[src/design/apc_regs_map.vh]
`ifndef APC_REGS_MAP_VH
`define APC_REGS_MAP_VH
// Register word indices (printed offsets not all multiples of four: byte address is index * 4)
`define APC_IDX_PIN_A_CFG      8'h53
`define APC_IDX_PIN_B_CFG      8'h54
`define APC_IDX_ROUTING        8'h58
`define APC_IDX_SELFTEST       8'h6D
`define APC_IDX_PWR_SAVE       8'h7C
`define APC_IDX_ON_OFF         8'h7D
`define APC_IDX_SOFT_RESET     8'h7E
`define APC_IDX_EVENT_STATUS   8'h1D
// Pin configuration fields
`define APC_PIN_IN_BIT         4
`define APC_PIN_OUT_BIT        3
`define APC_PIN_OD_BIT         2
`define APC_PIN_LVL_BIT        1
`define APC_PIN_CFG_MASK       8'h1E
// Routing fields
`define APC_ROUTE_A_BIT        2
`define APC_ROUTE_B_BIT        6
`define APC_ROUTE_MASK         8'h44
// Status field
`define APC_STATUS_READY_BIT   7
// Reset values
`define APC_RST_PIN_CFG        8'h00
`define APC_RST_ROUTING        8'h00
`define APC_RST_SELFTEST       8'h00
`define APC_RST_PWR_SAVE       8'h03
`define APC_RST_ON_OFF         8'h00
// Codes
`define APC_ST_OFF             8'h00
`define APC_ST_POSITIVE        8'h0D
`define APC_ST_NEGATIVE        8'h09
`define APC_PWR_SUSPEND        8'h03
`define APC_PWR_ACTIVE         8'h00
`define APC_ACC_ON             8'h04
`define APC_ACC_OFF            8'h00
`define APC_SOFT_RESET_CODE    8'hB6
// Soft-reset delay: 1 ms at 200 MHz
`define APC_SOFT_RESET_NS      1000000
`define APC_CLK_PERIOD_NS      5
`define APC_SOFT_RESET_CYCLES  (`APC_SOFT_RESET_NS / `APC_CLK_PERIOD_NS)
`endif

[src/design/apc_regs.v]
`timescale 1ns/1ps
`include "apc_regs_map.vh"

// Overview of the block
// Holds the accelerometer pin, routing, self-test and power controls.
// The host reaches every register over the peripheral bus as one aligned word;
// only the low byte carries data and the upper bytes always read as zero.
// Every transfer completes with zero wait states, so the host never stalls.
// Unmapped addresses answer with an error and leave all state untouched.
// The soft-reset command starts a long countdown rather than acting at once,
// so a host that polls straight after the command still sees its old settings.
// The acquisition logic sits on the same clock, so its ready pulse is used
// directly with no synchroniser in front of it.
// Pin outputs and mode outputs are registered, which costs one clock of delay
// after each write but keeps glitches off the pins.
// Limitation: the input-enable bits are only passed through to the pad ring;
// this block does not sample the pins when they act as inputs.

module apc_regs #(
    parameter SOFT_RESET_CYCLES = `APC_SOFT_RESET_CYCLES  // Soft-reset delay in clocks
) (
    input  wire        pclk,
    input  wire        presetn,
    input  wire        psel,
    input  wire        penable,
    input  wire        pwrite,
    input  wire [11:0] paddr,
    input  wire [31:0] pwdata,
    input  wire [3:0]  pstrb,
    output reg  [31:0] prdata,
    output wire        pready,
    output wire        pslverr,
    input  wire        data_ready_evt,
    output reg         acq_enable,
    output reg         selftest_active,
    output reg         selftest_negative,
    output reg         soft_reset_busy,
    output reg         irq_pin_a_out,
    output reg         irq_pin_a_oe,
    output reg         irq_pin_a_in_en,
    output reg         irq_pin_b_out,
    output reg         irq_pin_b_oe,
    output reg         irq_pin_b_in_en
);

    localparam CNT_W = 24;                    // Wide enough for the soft-reset delay
    // The counter width covers the default delay with headroom; a longer
    // delay parameter would need a wider counter as well.
    // Every configuration register is eight bits; reserved pin and routing bits are forced to zero
    // on write, and the code registers keep the whole written byte; reads apply no separate masking.

    // Configuration registers
    reg  [7:0]       pin_a_cfg_r;             // Pin A configuration
    reg  [7:0]       pin_b_cfg_r;             // Pin B configuration
    reg  [7:0]       routing_r;               // Ready-event routing
    reg  [7:0]       selftest_r;              // Self-test code
    reg  [7:0]       pwr_save_r;              // Power-save code
    reg  [7:0]       on_off_r;                // Sensor on/off code
    reg              ready_flag_r;            // Sticky ready status
    reg  [CNT_W-1:0] rst_cnt_r;               // Soft-reset countdown

    // Bus decode
    // A transfer takes effect in its access phase only, when psel and penable
    // stand together; pready is always high, so that is a single cycle.
    // A write also needs the lowest byte strobe, since only that lane is used.
    // The word index drops the two byte-offset bits of the address.
    wire       access   = psel & penable;
    wire       wr_en    = access & pwrite & pstrb[0];
    wire       rd_en    = access & ~pwrite;
    wire [9:0] word_idx = paddr[11:2];
    wire [7:0] wbyte    = pwdata[7:0];

    // Index match helper, used by every register
    // Misaligned addresses never match, so a stray byte access is refused
    // instead of aliasing onto a neighbouring register.
    function hit;
        input [9:0] idx;
        input [7:0] reg_idx;
        begin
            hit = (idx == {2'b00, reg_idx}) && (paddr[1:0] == 2'b00);
        end
    endfunction

    // Delay ends when the countdown reaches one
    // Ending at one rather than zero makes the busy span exactly as many
    // clocks as the parameter says.
    // Only the exact command code starts the sequence; other values are dropped.
    wire soft_reset_fire = soft_reset_busy & (rst_cnt_r == {{(CNT_W-1){1'b0}}, 1'b1});
    wire soft_reset_cmd  = wr_en & hit(word_idx, `APC_IDX_SOFT_RESET) & (wbyte == `APC_SOFT_RESET_CODE);

    // Always ready: zero wait states keep the host simple
    // Read data is prepared in the setup cycle, so no wait state is needed.
    assign pready  = 1'b1;
    // Unmapped offsets answer with an error; reads of them return zero
    assign pslverr = access & ~(hit(word_idx, `APC_IDX_PIN_A_CFG) | hit(word_idx, `APC_IDX_PIN_B_CFG) |
                     hit(word_idx, `APC_IDX_ROUTING) | hit(word_idx, `APC_IDX_SELFTEST) |
                     hit(word_idx, `APC_IDX_PWR_SAVE) | hit(word_idx, `APC_IDX_ON_OFF) |
                     hit(word_idx, `APC_IDX_SOFT_RESET) | hit(word_idx, `APC_IDX_EVENT_STATUS));

    // Register writes and soft-reset restore
    // The restore at the end of the soft-reset delay takes priority over a
    // write in the same cycle, so the host always ends with reset values.
    // Writes during the countdown are still accepted; they are overwritten
    // when the countdown ends.
    // Self-test and power codes are stored whole; unknown codes simply do
    // nothing in the mode decode below.
    always @(posedge pclk or negedge presetn) begin
        if (!presetn) begin
            pin_a_cfg_r <= `APC_RST_PIN_CFG;
            pin_b_cfg_r <= `APC_RST_PIN_CFG;
            routing_r   <= `APC_RST_ROUTING;
            selftest_r  <= `APC_RST_SELFTEST;
            pwr_save_r  <= `APC_RST_PWR_SAVE;
            on_off_r    <= `APC_RST_ON_OFF;
        end else if (soft_reset_fire) begin
            // Restore all configuration after the delay
            pin_a_cfg_r <= `APC_RST_PIN_CFG;
            pin_b_cfg_r <= `APC_RST_PIN_CFG;
            routing_r   <= `APC_RST_ROUTING;
            selftest_r  <= `APC_RST_SELFTEST;
            pwr_save_r  <= `APC_RST_PWR_SAVE;
            on_off_r    <= `APC_RST_ON_OFF;
        end else if (wr_en) begin
            // Reserved bits of the pin and routing registers masked off on write
            if (hit(word_idx, `APC_IDX_PIN_A_CFG)) begin
                pin_a_cfg_r <= wbyte & `APC_PIN_CFG_MASK;
            end
            if (hit(word_idx, `APC_IDX_PIN_B_CFG)) begin
                pin_b_cfg_r <= wbyte & `APC_PIN_CFG_MASK;
            end
            if (hit(word_idx, `APC_IDX_ROUTING)) begin
                routing_r <= wbyte & `APC_ROUTE_MASK;
            end
            if (hit(word_idx, `APC_IDX_SELFTEST)) begin
                selftest_r <= wbyte;
            end
            if (hit(word_idx, `APC_IDX_PWR_SAVE)) begin
                pwr_save_r <= wbyte;
            end
            if (hit(word_idx, `APC_IDX_ON_OFF)) begin
                on_off_r <= wbyte;
            end
        end
    end

    // Soft-reset countdown; accepted whatever the power mode
    // The countdown runs from the bus clock, not from the acquisition path,
    // so suspend cannot stall it.
    // A repeated command while busy is ignored instead of restarting, which
    // bounds the total delay a misbehaving host can cause.
    always @(posedge pclk or negedge presetn) begin
        if (!presetn) begin
            soft_reset_busy <= 1'b0;
            rst_cnt_r       <= {CNT_W{1'b0}};
        end else if (soft_reset_cmd && !soft_reset_busy) begin
            // Other codes are simply ignored; a repeat while busy does not restart
            soft_reset_busy <= 1'b1;
            rst_cnt_r       <= SOFT_RESET_CYCLES[CNT_W-1:0];
        end else if (soft_reset_fire) begin
            soft_reset_busy <= 1'b0;
            rst_cnt_r       <= {CNT_W{1'b0}};
        end else if (soft_reset_busy) begin
            rst_cnt_r <= rst_cnt_r - {{(CNT_W-1){1'b0}}, 1'b1};
        end
    end

    // Ready status: event set wins over read clear
    // Letting the set win means an event that lands on the clearing read is
    // not lost; the host sees it on its next read instead.
    // Events are ignored unless acquisition runs, so stale pulses from the
    // sensor path while off or suspended never raise the flag.
    // The end of a soft reset clears the flag together with the registers.
    always @(posedge pclk or negedge presetn) begin
        if (!presetn) begin
            ready_flag_r <= 1'b0;
        end else if (soft_reset_fire) begin
            ready_flag_r <= 1'b0;
        end else if (data_ready_evt && acq_enable) begin
            ready_flag_r <= 1'b1;
        end else if (rd_en && hit(word_idx, `APC_IDX_EVENT_STATUS)) begin
            ready_flag_r <= 1'b0;
        end
    end

    // Read data, registered at the edge that ends the setup cycle; reserved bits zero
    // The capture happens at the edge that ends the setup cycle, so the data
    // stands through the whole access cycle and is taken at its end.
    // prdata then holds until the next read setup; writes leave it alone.
    // The status flag is captured before the clearing edge, so the host reads
    // the value that the read itself clears.
    always @(posedge pclk or negedge presetn) begin
        if (!presetn) begin
            prdata <= 32'h0000_0000;
        end else if (psel && !penable && !pwrite) begin
            prdata <= 32'h0000_0000;
            if (hit(word_idx, `APC_IDX_PIN_A_CFG)) begin
                prdata[7:0] <= pin_a_cfg_r;
            end
            if (hit(word_idx, `APC_IDX_PIN_B_CFG)) begin
                prdata[7:0] <= pin_b_cfg_r;
            end
            if (hit(word_idx, `APC_IDX_ROUTING)) begin
                prdata[7:0] <= routing_r;
            end
            if (hit(word_idx, `APC_IDX_SELFTEST)) begin
                prdata[7:0] <= selftest_r;
            end
            if (hit(word_idx, `APC_IDX_PWR_SAVE)) begin
                prdata[7:0] <= pwr_save_r;
            end
            if (hit(word_idx, `APC_IDX_ON_OFF)) begin
                prdata[7:0] <= on_off_r;
            end
            if (hit(word_idx, `APC_IDX_EVENT_STATUS)) begin
                prdata[`APC_STATUS_READY_BIT] <= ready_flag_r;
            end
        end
    end

    // Mode decode and pin drive
    // All outputs are registered one clock after the configuration changes.
    // Acquisition needs the on code, the active code and no soft reset pending;
    // any other combination, including unknown codes, keeps the sensor idle.
    // For open drain the enable is only raised when the pin must be pulled low,
    // and the external pull-up provides the high level.
    // A pin whose output enable is clear neither drives nor shows the event.
    always @(posedge pclk or negedge presetn) begin
        if (!presetn) begin
            acq_enable        <= 1'b0;
            selftest_active   <= 1'b0;
            selftest_negative <= 1'b0;
            irq_pin_a_out     <= 1'b0;
            irq_pin_a_oe      <= 1'b0;
            irq_pin_a_in_en   <= 1'b0;
            irq_pin_b_out     <= 1'b0;
            irq_pin_b_oe      <= 1'b0;
            irq_pin_b_in_en   <= 1'b0;
        end else begin
            // Acquire only when on and active; suspend clears acq_enable
            acq_enable <= (on_off_r == `APC_ACC_ON) && (pwr_save_r == `APC_PWR_ACTIVE) && !soft_reset_busy;
            // Level held for as long as the code stands; no auto-off
            selftest_active   <= (selftest_r == `APC_ST_NEGATIVE) || (selftest_r == `APC_ST_POSITIVE);
            selftest_negative <= (selftest_r == `APC_ST_NEGATIVE);
            irq_pin_a_in_en   <= pin_a_cfg_r[`APC_PIN_IN_BIT];
            irq_pin_b_in_en   <= pin_b_cfg_r[`APC_PIN_IN_BIT];
            // Pin A: mapped, enabled, with polarity and drive type
            if (pin_a_cfg_r[`APC_PIN_OUT_BIT]) begin
                irq_pin_a_out <= (ready_flag_r & routing_r[`APC_ROUTE_A_BIT]) ~^ pin_a_cfg_r[`APC_PIN_LVL_BIT];
                // Open drain only drives the low level
                irq_pin_a_oe  <= ~pin_a_cfg_r[`APC_PIN_OD_BIT] |
                                 ~((ready_flag_r & routing_r[`APC_ROUTE_A_BIT]) ~^ pin_a_cfg_r[`APC_PIN_LVL_BIT]);
            end else begin
                irq_pin_a_out <= 1'b0;
                irq_pin_a_oe  <= 1'b0;
            end
            // Pin B: same scheme
            // Kept as a separate branch so each pin can be traced on its own
            if (pin_b_cfg_r[`APC_PIN_OUT_BIT]) begin
                irq_pin_b_out <= (ready_flag_r & routing_r[`APC_ROUTE_B_BIT]) ~^ pin_b_cfg_r[`APC_PIN_LVL_BIT];
                irq_pin_b_oe  <= ~pin_b_cfg_r[`APC_PIN_OD_BIT] |
                                 ~((ready_flag_r & routing_r[`APC_ROUTE_B_BIT]) ~^ pin_b_cfg_r[`APC_PIN_LVL_BIT]);
            end else begin
                irq_pin_b_out <= 1'b0;
                irq_pin_b_oe  <= 1'b0;
            end
        end
    end

endmodule

[config.mk]
export PLATFORM = sky130hd
export DESIGN_NAME = apc_regs
export DESIGN_NICKNAME = d
export VERILOG_FILES = /design/src/design/apc_regs.v
export VERILOG_INCLUDE_DIRS = /design/src /design/src/design
export SDC_FILE = /design/constraint.sdc
export NUM_CORES = 1
export LEC_CHECK = 0
export BUFFER_PORTS_ARGS = -buffer_cell sky130_fd_sc_hd__buf_2
export CAP_MARGIN = 20
export CELL_PAD_IN_SITES_DETAIL_PLACEMENT = 0
export CELL_PAD_IN_SITES_GLOBAL_PLACEMENT = 1
export CORE_AREA = 2 2 99 101
export CTS_BUF_LIST = sky130_fd_sc_hd__clkbuf_8
export DETAILED_ROUTE_END_ITERATION = 16
export DIE_AREA = 0 0 101 103
export PLACE_DENSITY_LB_ADDON = 0.1
export SLEW_MARGIN = 20
export SYNTH_ARGS = -nofsm -noshare
export SYNTH_HDL_FRONTEND = slang
export SYNTH_SLANG_ARGS = --single-unit
[constraint.sdc]
create_clock -name pclk -period 6.4 [get_ports pclk]
set_clock_uncertainty 0.1 [all_clocks]
set_input_delay 0.64 -clock pclk [delete_from_list [all_inputs] [get_ports pclk]]
set_output_delay 0.64 -clock pclk [all_outputs]
set_load 0.02 [all_outputs]
-- Word-level counts from Yosys, hierarchy flattened
Index checks and enable logic that the tools add are counted.
- flip-flop bits (word level): 91
- logic and storage cells: 134
- bits of input ports: 54
- output and inout port bits: 44
- reduce and logical (&&, ||, !) cells: 37
- multiplexer cells: 37
- equality and inequality tests: 13
- add/sub/neg operators: 1
- bitwise logic cells: 27
- operator list (kind ; number):
    $mux 8 ; 24
    $mux 24 ; 3
    $eq 10x7->1 const B ; 7
    $eq 24x1->1 const B ; 1
    $sub 24x1->24 const B ; 1
    $eq 8x4->1 const B ; 2
    $reduce_bool 2->1 ; 8
    $logic_and 1x1->1 ; 15
    $reduce_and 2->1 ; 6
    $and 1x1->1 ; 10
    $eq 10x5->1 const B ; 1
    $mux 1 ; 10
    $or 1x1->1 ; 9
    $eq 8x3->1 const B ; 1
    $eq 8x8->1 const B ; 1
    $logic_not 8->1 ; 1
    $not 1->1 ; 6
    $reduce_bool 3->1 ; 2
    $logic_not 1->1 ; 3
    $logic_not 2->1 ; 1
    $xnor 1x1->1 ; 2
    $logic_or 1x1->1 ; 1

-- Longest topological paths before layout
- depth in word-level cells: 11
- depth in mapped cells: 8

-- Worst setup path after synthesis
No wires, ideal clock.
- path type: input port to output port
- from: input paddr[9]
- to: output pslverr
- setup slack: 3.568 ns
- required time: 5.660 ns
- buffers on the path: 0
- stages on the path: 3
- data arrival time: 2.092 ns
- cell sequence: or4b_1 -> nor4_1 -> nor4bb_1
- word-level cells in the longest chain between the ends: 11
- elaborated cells between the ends (all ways): 25
- classes of those cells: 8 x eq/ne; 9 x bitwise; 8 x reduce/logical
- ends and longest elaborated chain (item ; RTL line ; RTL):
    start, declared ; apc_regs.v:27 ; input wire [11:0] paddr,
    $eq 10x7->1 ; apc_regs.v:80 ; hit = (idx == {2'b00, reg_idx}) && (paddr[1:0] == 2'b00);
    $logic_and 1x1->1 ; apc_regs.v:80 ;
    $or 1x1->1 (6 in series) ; apc_regs.v:95 ; assign pslverr = access & ~(hit(word_idx, `APC_IDX_PIN_A_CFG) | hit(word_idx, `APC_IDX_PIN_B_CFG) |
    $or 1x1->1 * ; apc_regs.v:95 ;
    $not 1->1 * ; apc_regs.v:95 ;
    $and 1x1->1 * ; apc_regs.v:95 ;
    end, declared ; apc_regs.v:32 ; output wire pslverr,
Mark *: on every way between the ends. The rest lies on a longest branch, timed or not.

-- Worst setup path after layout
Ends and elaborated chain as after synthesis.

==> report_table.html <==
<table>
<tr><th>Metric</th><th>Value</th></tr>
<tr><th colspan="2">Global route</th></tr>
<tr><td>Global-route congestion overflow total</td><td>0</td></tr>
<tr><td>Vias in the first global route</td><td>3282</td></tr>
<tr><td>Maximum number of pins on one net before global-route repair</td><td>78</td></tr>
<tr><td>Number of antenna violations at the first check in global routing</td><td>0</td></tr>
<tr><td>Global-route wire length before repair</td><td>17100 um</td></tr>
<tr><td>Tot GR Track Use</td><td>0.2160</td></tr>
<tr><th colspan="2">Final layout</th></tr>
<tr><td>Net count, final</td><td>541</td></tr>
<tr><td>Layout filler cell count</td><td>919</td></tr>
<tr><td>Most frequent standard cell in the layout excluding fill and tap cells</td><td>sky130_fd_sc_hd__dfrtp_1</td></tr>
<tr><td>Area taken by multi-input logic gates</td><td>0.002093 mm^2</td></tr>
<tr><td>Register area</td><td>0.001929 mm^2</td></tr>
<tr><td>Leading cell types in the layout, fill and taps excluded</td><td>sky130_fd_sc_hd__dfrtp_1, sky130_fd_sc_hd__buf_2, sky130_fd_sc_hd__nand2_1</td></tr>
<tr><td>N_diodes</td><td>0</td></tr>
<tr><td>Relative area change from synthesis to final layout</td><td>10.68%</td></tr>
<tr><td>Final Core Density</td><td>0.4950</td></tr>
<tr><td>Fraction of layout instances using a drive strength above 1</td><td>0.1592</td></tr>
<tr><th colspan="2">Clocking</th></tr>
<tr><td>Cts hold-fix bufs</td><td>0</td></tr>
<tr><td>Skew-Pair Late Insertion Delay</td><td>0.36 ns</td></tr>
<tr><td>Clock tree root buffer cell</td><td>sky130_fd_sc_hd__clkbuf_8</td></tr>
<tr><td>Clock transition at the register clock pins on the worst setup and hold paths after CTS</td><td>0.08 ns</td></tr>
<tr><td>Number of buffers inserted to repair setup after CTS</td><td>0</td></tr>
<tr><td>Number of buffers inserted during clock tree synthesis</td><td>9</td></tr>
<tr><td>Maximum buffer depth of the clock tree</td><td>2</td></tr>
<tr><td>Post_cts resized</td><td>0</td></tr>
<tr><td>TritonCTS clock tree</td><td>built</td></tr>
<tr><td>Number of clock sinks seen by CTS</td><td>77</td></tr>
<tr><td>CTS H-tree depth</td><td>3</td></tr>
<tr><th colspan="2">Critical path</th></tr>
<tr><td>Startpoint-to-endpoint class of the critical path</td><td>in -&gt; out</td></tr>
<tr><td>Endpoint type of the worst setup path</td><td>output port</td></tr>
<tr><td>Element type at the critical path start</td><td>input pin</td></tr>
<tr><td>Arrival @ worst endpoint</td><td>2.56 ns</td></tr>
<tr><td>CP Data Required Time</td><td>5.66 ns</td></tr>
<tr><td>Critical path fanouts, max</td><td>6</td></tr>
<tr><th colspan="2">Placed design</th></tr>
<tr><td>Post-detail-place hpwl</td><td>7535 um</td></tr>
<tr><td>Count of port buffers added during placement</td><td>45</td></tr>
<tr><td>Pre-CTS worst setup slack</td><td>3.139 ns</td></tr>
<tr><td>Routability cong.</td><td>0.7999</td></tr>
<tr><th colspan="2">Route</th></tr>
<tr><td>Final routed DRC violation total</td><td>0</td></tr>
<tr><td>Detailed-route wire length per cell</td><td>17.67 um</td></tr>
<tr><td>Number of nets with antenna violations after detailed routing</td><td>0</td></tr>
<tr><td>WL final</td><td>10670 um</td></tr>
<tr><td>1st-pass router iterations</td><td>4</td></tr>
<tr><td>DR vias</td><td>3497</td></tr>
<tr><td>Detailed Route Iter0 Violations</td><td>145</td></tr>
<tr><td>Average vias per placed instance</td><td>5.790</td></tr>
<tr><th colspan="2">Power</th></tr>
<tr><td>Internal Power</td><td>767.4 uW</td></tr>
<tr><td>Max IR drop VDD</td><td>0.1081 mV</td></tr>
<tr><td>Switching share of power</td><td>0.2292</td></tr>
<tr><td>Leakage power figure</td><td>1.996 nW</td></tr>
<tr><td>Net Sw Power</td><td>228.2 uW</td></tr>
<tr><td>Clock Power Share</td><td>0.450</td></tr>
<tr><td>Power per cell area</td><td>212.6 mW/mm^2</td></tr>
<tr><td>Flop pwr share</td><td>0.490</td></tr>
<tr><td>Combinational Power Share</td><td>0.060</td></tr>
<tr><td>Total chip power</td><td>995.5 uW</td></tr>
<tr><th colspan="2">Yosys</th></tr>
<tr><td>Count of different cell masters after synthesis</td><td>60</td></tr>
<tr><td>Sequential element share of the synthesized area</td><td>0.4561</td></tr>
<tr><td>Count of state elements after synthesis</td><td>77</td></tr>
<tr><td>Top FF cell, synth</td><td>sky130_fd_sc_hd__dfrtp_1</td></tr>
<tr><td>Cells after Synth</td><td>447</td></tr>
<tr><td>Cell area after synthesis</td><td>0.004230 mm^2</td></tr>
<tr><td>Async S/R FF share, synth</td><td>1.000</td></tr>
<tr><td>Mean Syn Cell Area</td><td>9.464 um^2</td></tr>
<tr><td>Number of enable flip-flop cells after synthesis</td><td>0</td></tr>
<tr><td>Total number of yosys warnings</td><td>0</td></tr>
<tr><th colspan="2">Floorplan</th></tr>
<tr><td>Count of standard-cell rows</td><td>36</td></tr>
<tr><td>Die area</td><td>0.01040 mm^2</td></tr>
<tr><td>Die span in y</td><td>103 um</td></tr>
<tr><td>Die Width</td><td>101 um</td></tr>
<tr><td>Core area</td><td>0.009459 mm^2</td></tr>
<tr><td>Boundary Pins</td><td>98</td></tr>
<tr><td>Initial Util</td><td>0.4472</td></tr>
<tr><th colspan="2">STA</th></tr>
<tr><td>Highest attainable clock frequency</td><td>303.1 MHz</td></tr>
<tr><td>Worst slack on hold paths</td><td>0.1962 ns</td></tr>
<tr><td>Number of slew-limit violations in the final report</td><td>0</td></tr>
<tr><td>Setup repair after global routing missed its margin</td><td>no</td></tr>
<tr><td>Final Hold Vio Count</td><td>0</td></tr>
<tr><td>Number of setup violations in the final report</td><td>0</td></tr>
<tr><td>Worst slew slack as a fraction of its limit</td><td>0.3542</td></tr>
<tr><td>Final worst path period need</td><td>3.300 ns</td></tr>
<tr><td>Setup ws final</td><td>3.100 ns</td></tr>
<tr><td>Slew of the pin with the lowest slew margin</td><td>0.9598 ns</td></tr>
<tr><td>Share of the clock period used by the worst path after layout</td><td>0.5156</td></tr>
<tr><td>Total negative slack</td><td>0 ns</td></tr>
<tr><th colspan="2">Min path</th></tr>
<tr><td>Worst min-delay path class</td><td>in -&gt; async</td></tr>
<tr><th colspan="2">Run status</th></tr>
<tr><td>Outcome</td><td>complete, no violations</td></tr>
<tr><th colspan="2">Job</th></tr>
<tr><td>Max_cap viols</td><td>0</td></tr>
</table>
-- sequential cells by signal, summed over array words and instances (netlist names), 2 cells and up --
name,count
rst_cnt_r,24
on_off_r,8
prdata,8
pwr_save_r,8
selftest_r,8
pin_a_cfg_r,4
pin_b_cfg_r,4
routing_r,2
-- cell families (layout without fill, tap and decap cells) --
logic type      Yosys count  after routing  synth area share
xor+xnor                  5              5           0.01035
simple gates            192            192            0.2561
mux                      26             26           0.06152
buf+inv                  50             70           0.07246
compound gates           93             93            0.1358
flops                    77             77            0.4561
other cells               2             25          0.001775
fa+ha+maj                 2              2          0.005914
-- cells in the mapped netlist (all sizes together), types with 5 or more instances --
master  count  share of area
dfrtp      75           0.44
or3        17          0.025
nor3        8          0.011
nand2b      9          0.013
nand4       6         0.0089
inv         6         0.0053
a31oi       5         0.0074
mux2i      26          0.062
nand2      41          0.036
or4         9          0.018
and2        6         0.0089
nand3       8         0.0095
clkbuf     14          0.013
buf        30          0.054
o21ai      31          0.037
nor2       36          0.032
nor4       25          0.041
a221oi      7          0.014
a21oi      26          0.032
-- worst max-delay path, stage by stage --
cell and delay (ns):
sky130_fd_sc_hd__buf_2 0.11, sky130_fd_sc_hd__or4b_1 0.60, sky130_fd_sc_hd__nor4_1 0.85, sky130_fd_sc_hd__nor4bb_1 0.15, sky130_fd_sc_hd__buf_2 0.21
-- stage by stage --
stage	instance area, um^2	instances
finish	4682	604
global placement	4425	588
global route	4682	604
CTS	4672	604
floorplan	4317	470
detailed placement	4432	588
-- worst paths after layout --
path,depth (start not counted),startpoint,end,slack [ns]
setup / recovery,5,paddr[9],pslverr,3.10
hold / removal,1,presetn,pin_b_cfg_r[2]$_DFFE_PN0P_,0.20
min in group pclk,0,pin_a_cfg_r[4]$_DFFE_PN0P_,irq_pin_a_in_en$_DFF_PN0_,0.32
hold reg to reg,0,pin_a_cfg_r[4]$_DFFE_PN0P_,irq_pin_a_in_en$_DFF_PN0_,0.32
max in group asynchronous,1,presetn,prdata[5]$_DFFE_PN0P_,5.50
setup reg to reg,6,rst_cnt_r[8]$_DFFE_PN0P_,rst_cnt_r[10]$_DFFE_PN0P_,3.42
-- routing by layer --
layer  track usage  routed length (um)
met1        0.2770                4905
met2        0.3579                5168
met3       0.02915                 365
met4        0.1143                 231
met5             0                   0
-- final cells by class --
cell class                      instances  area share
Clock inverter                          6     0.02191
Clock buffer                           10     0.02940
Tap cell                              114     0.03047
Inverter                                6    0.004810
Timing Repair Buffer                   48     0.05425
Multi-Input combinational cell        343      0.4471
Sequential cell                        77      0.4121
-- power groups by stage --
stage | Combinational (mW) | Sequential (mW) | Clock (mW)
3_5_place_dp | 0.0594 | 0.498 | 0
2_1_floorplan | 0.0404 | 0.499 | 0
3_3_place_gp | 0.0584 | 0.498 | 0
5_1_grt | 0.0664 | 0.488 | 0.476
6_report | 0.0594 | 0.488 | 0.448
4_1_cts | 0.0596 | 0.488 | 0.459
No activity file was read; power rests on OpenSTA's default activity.
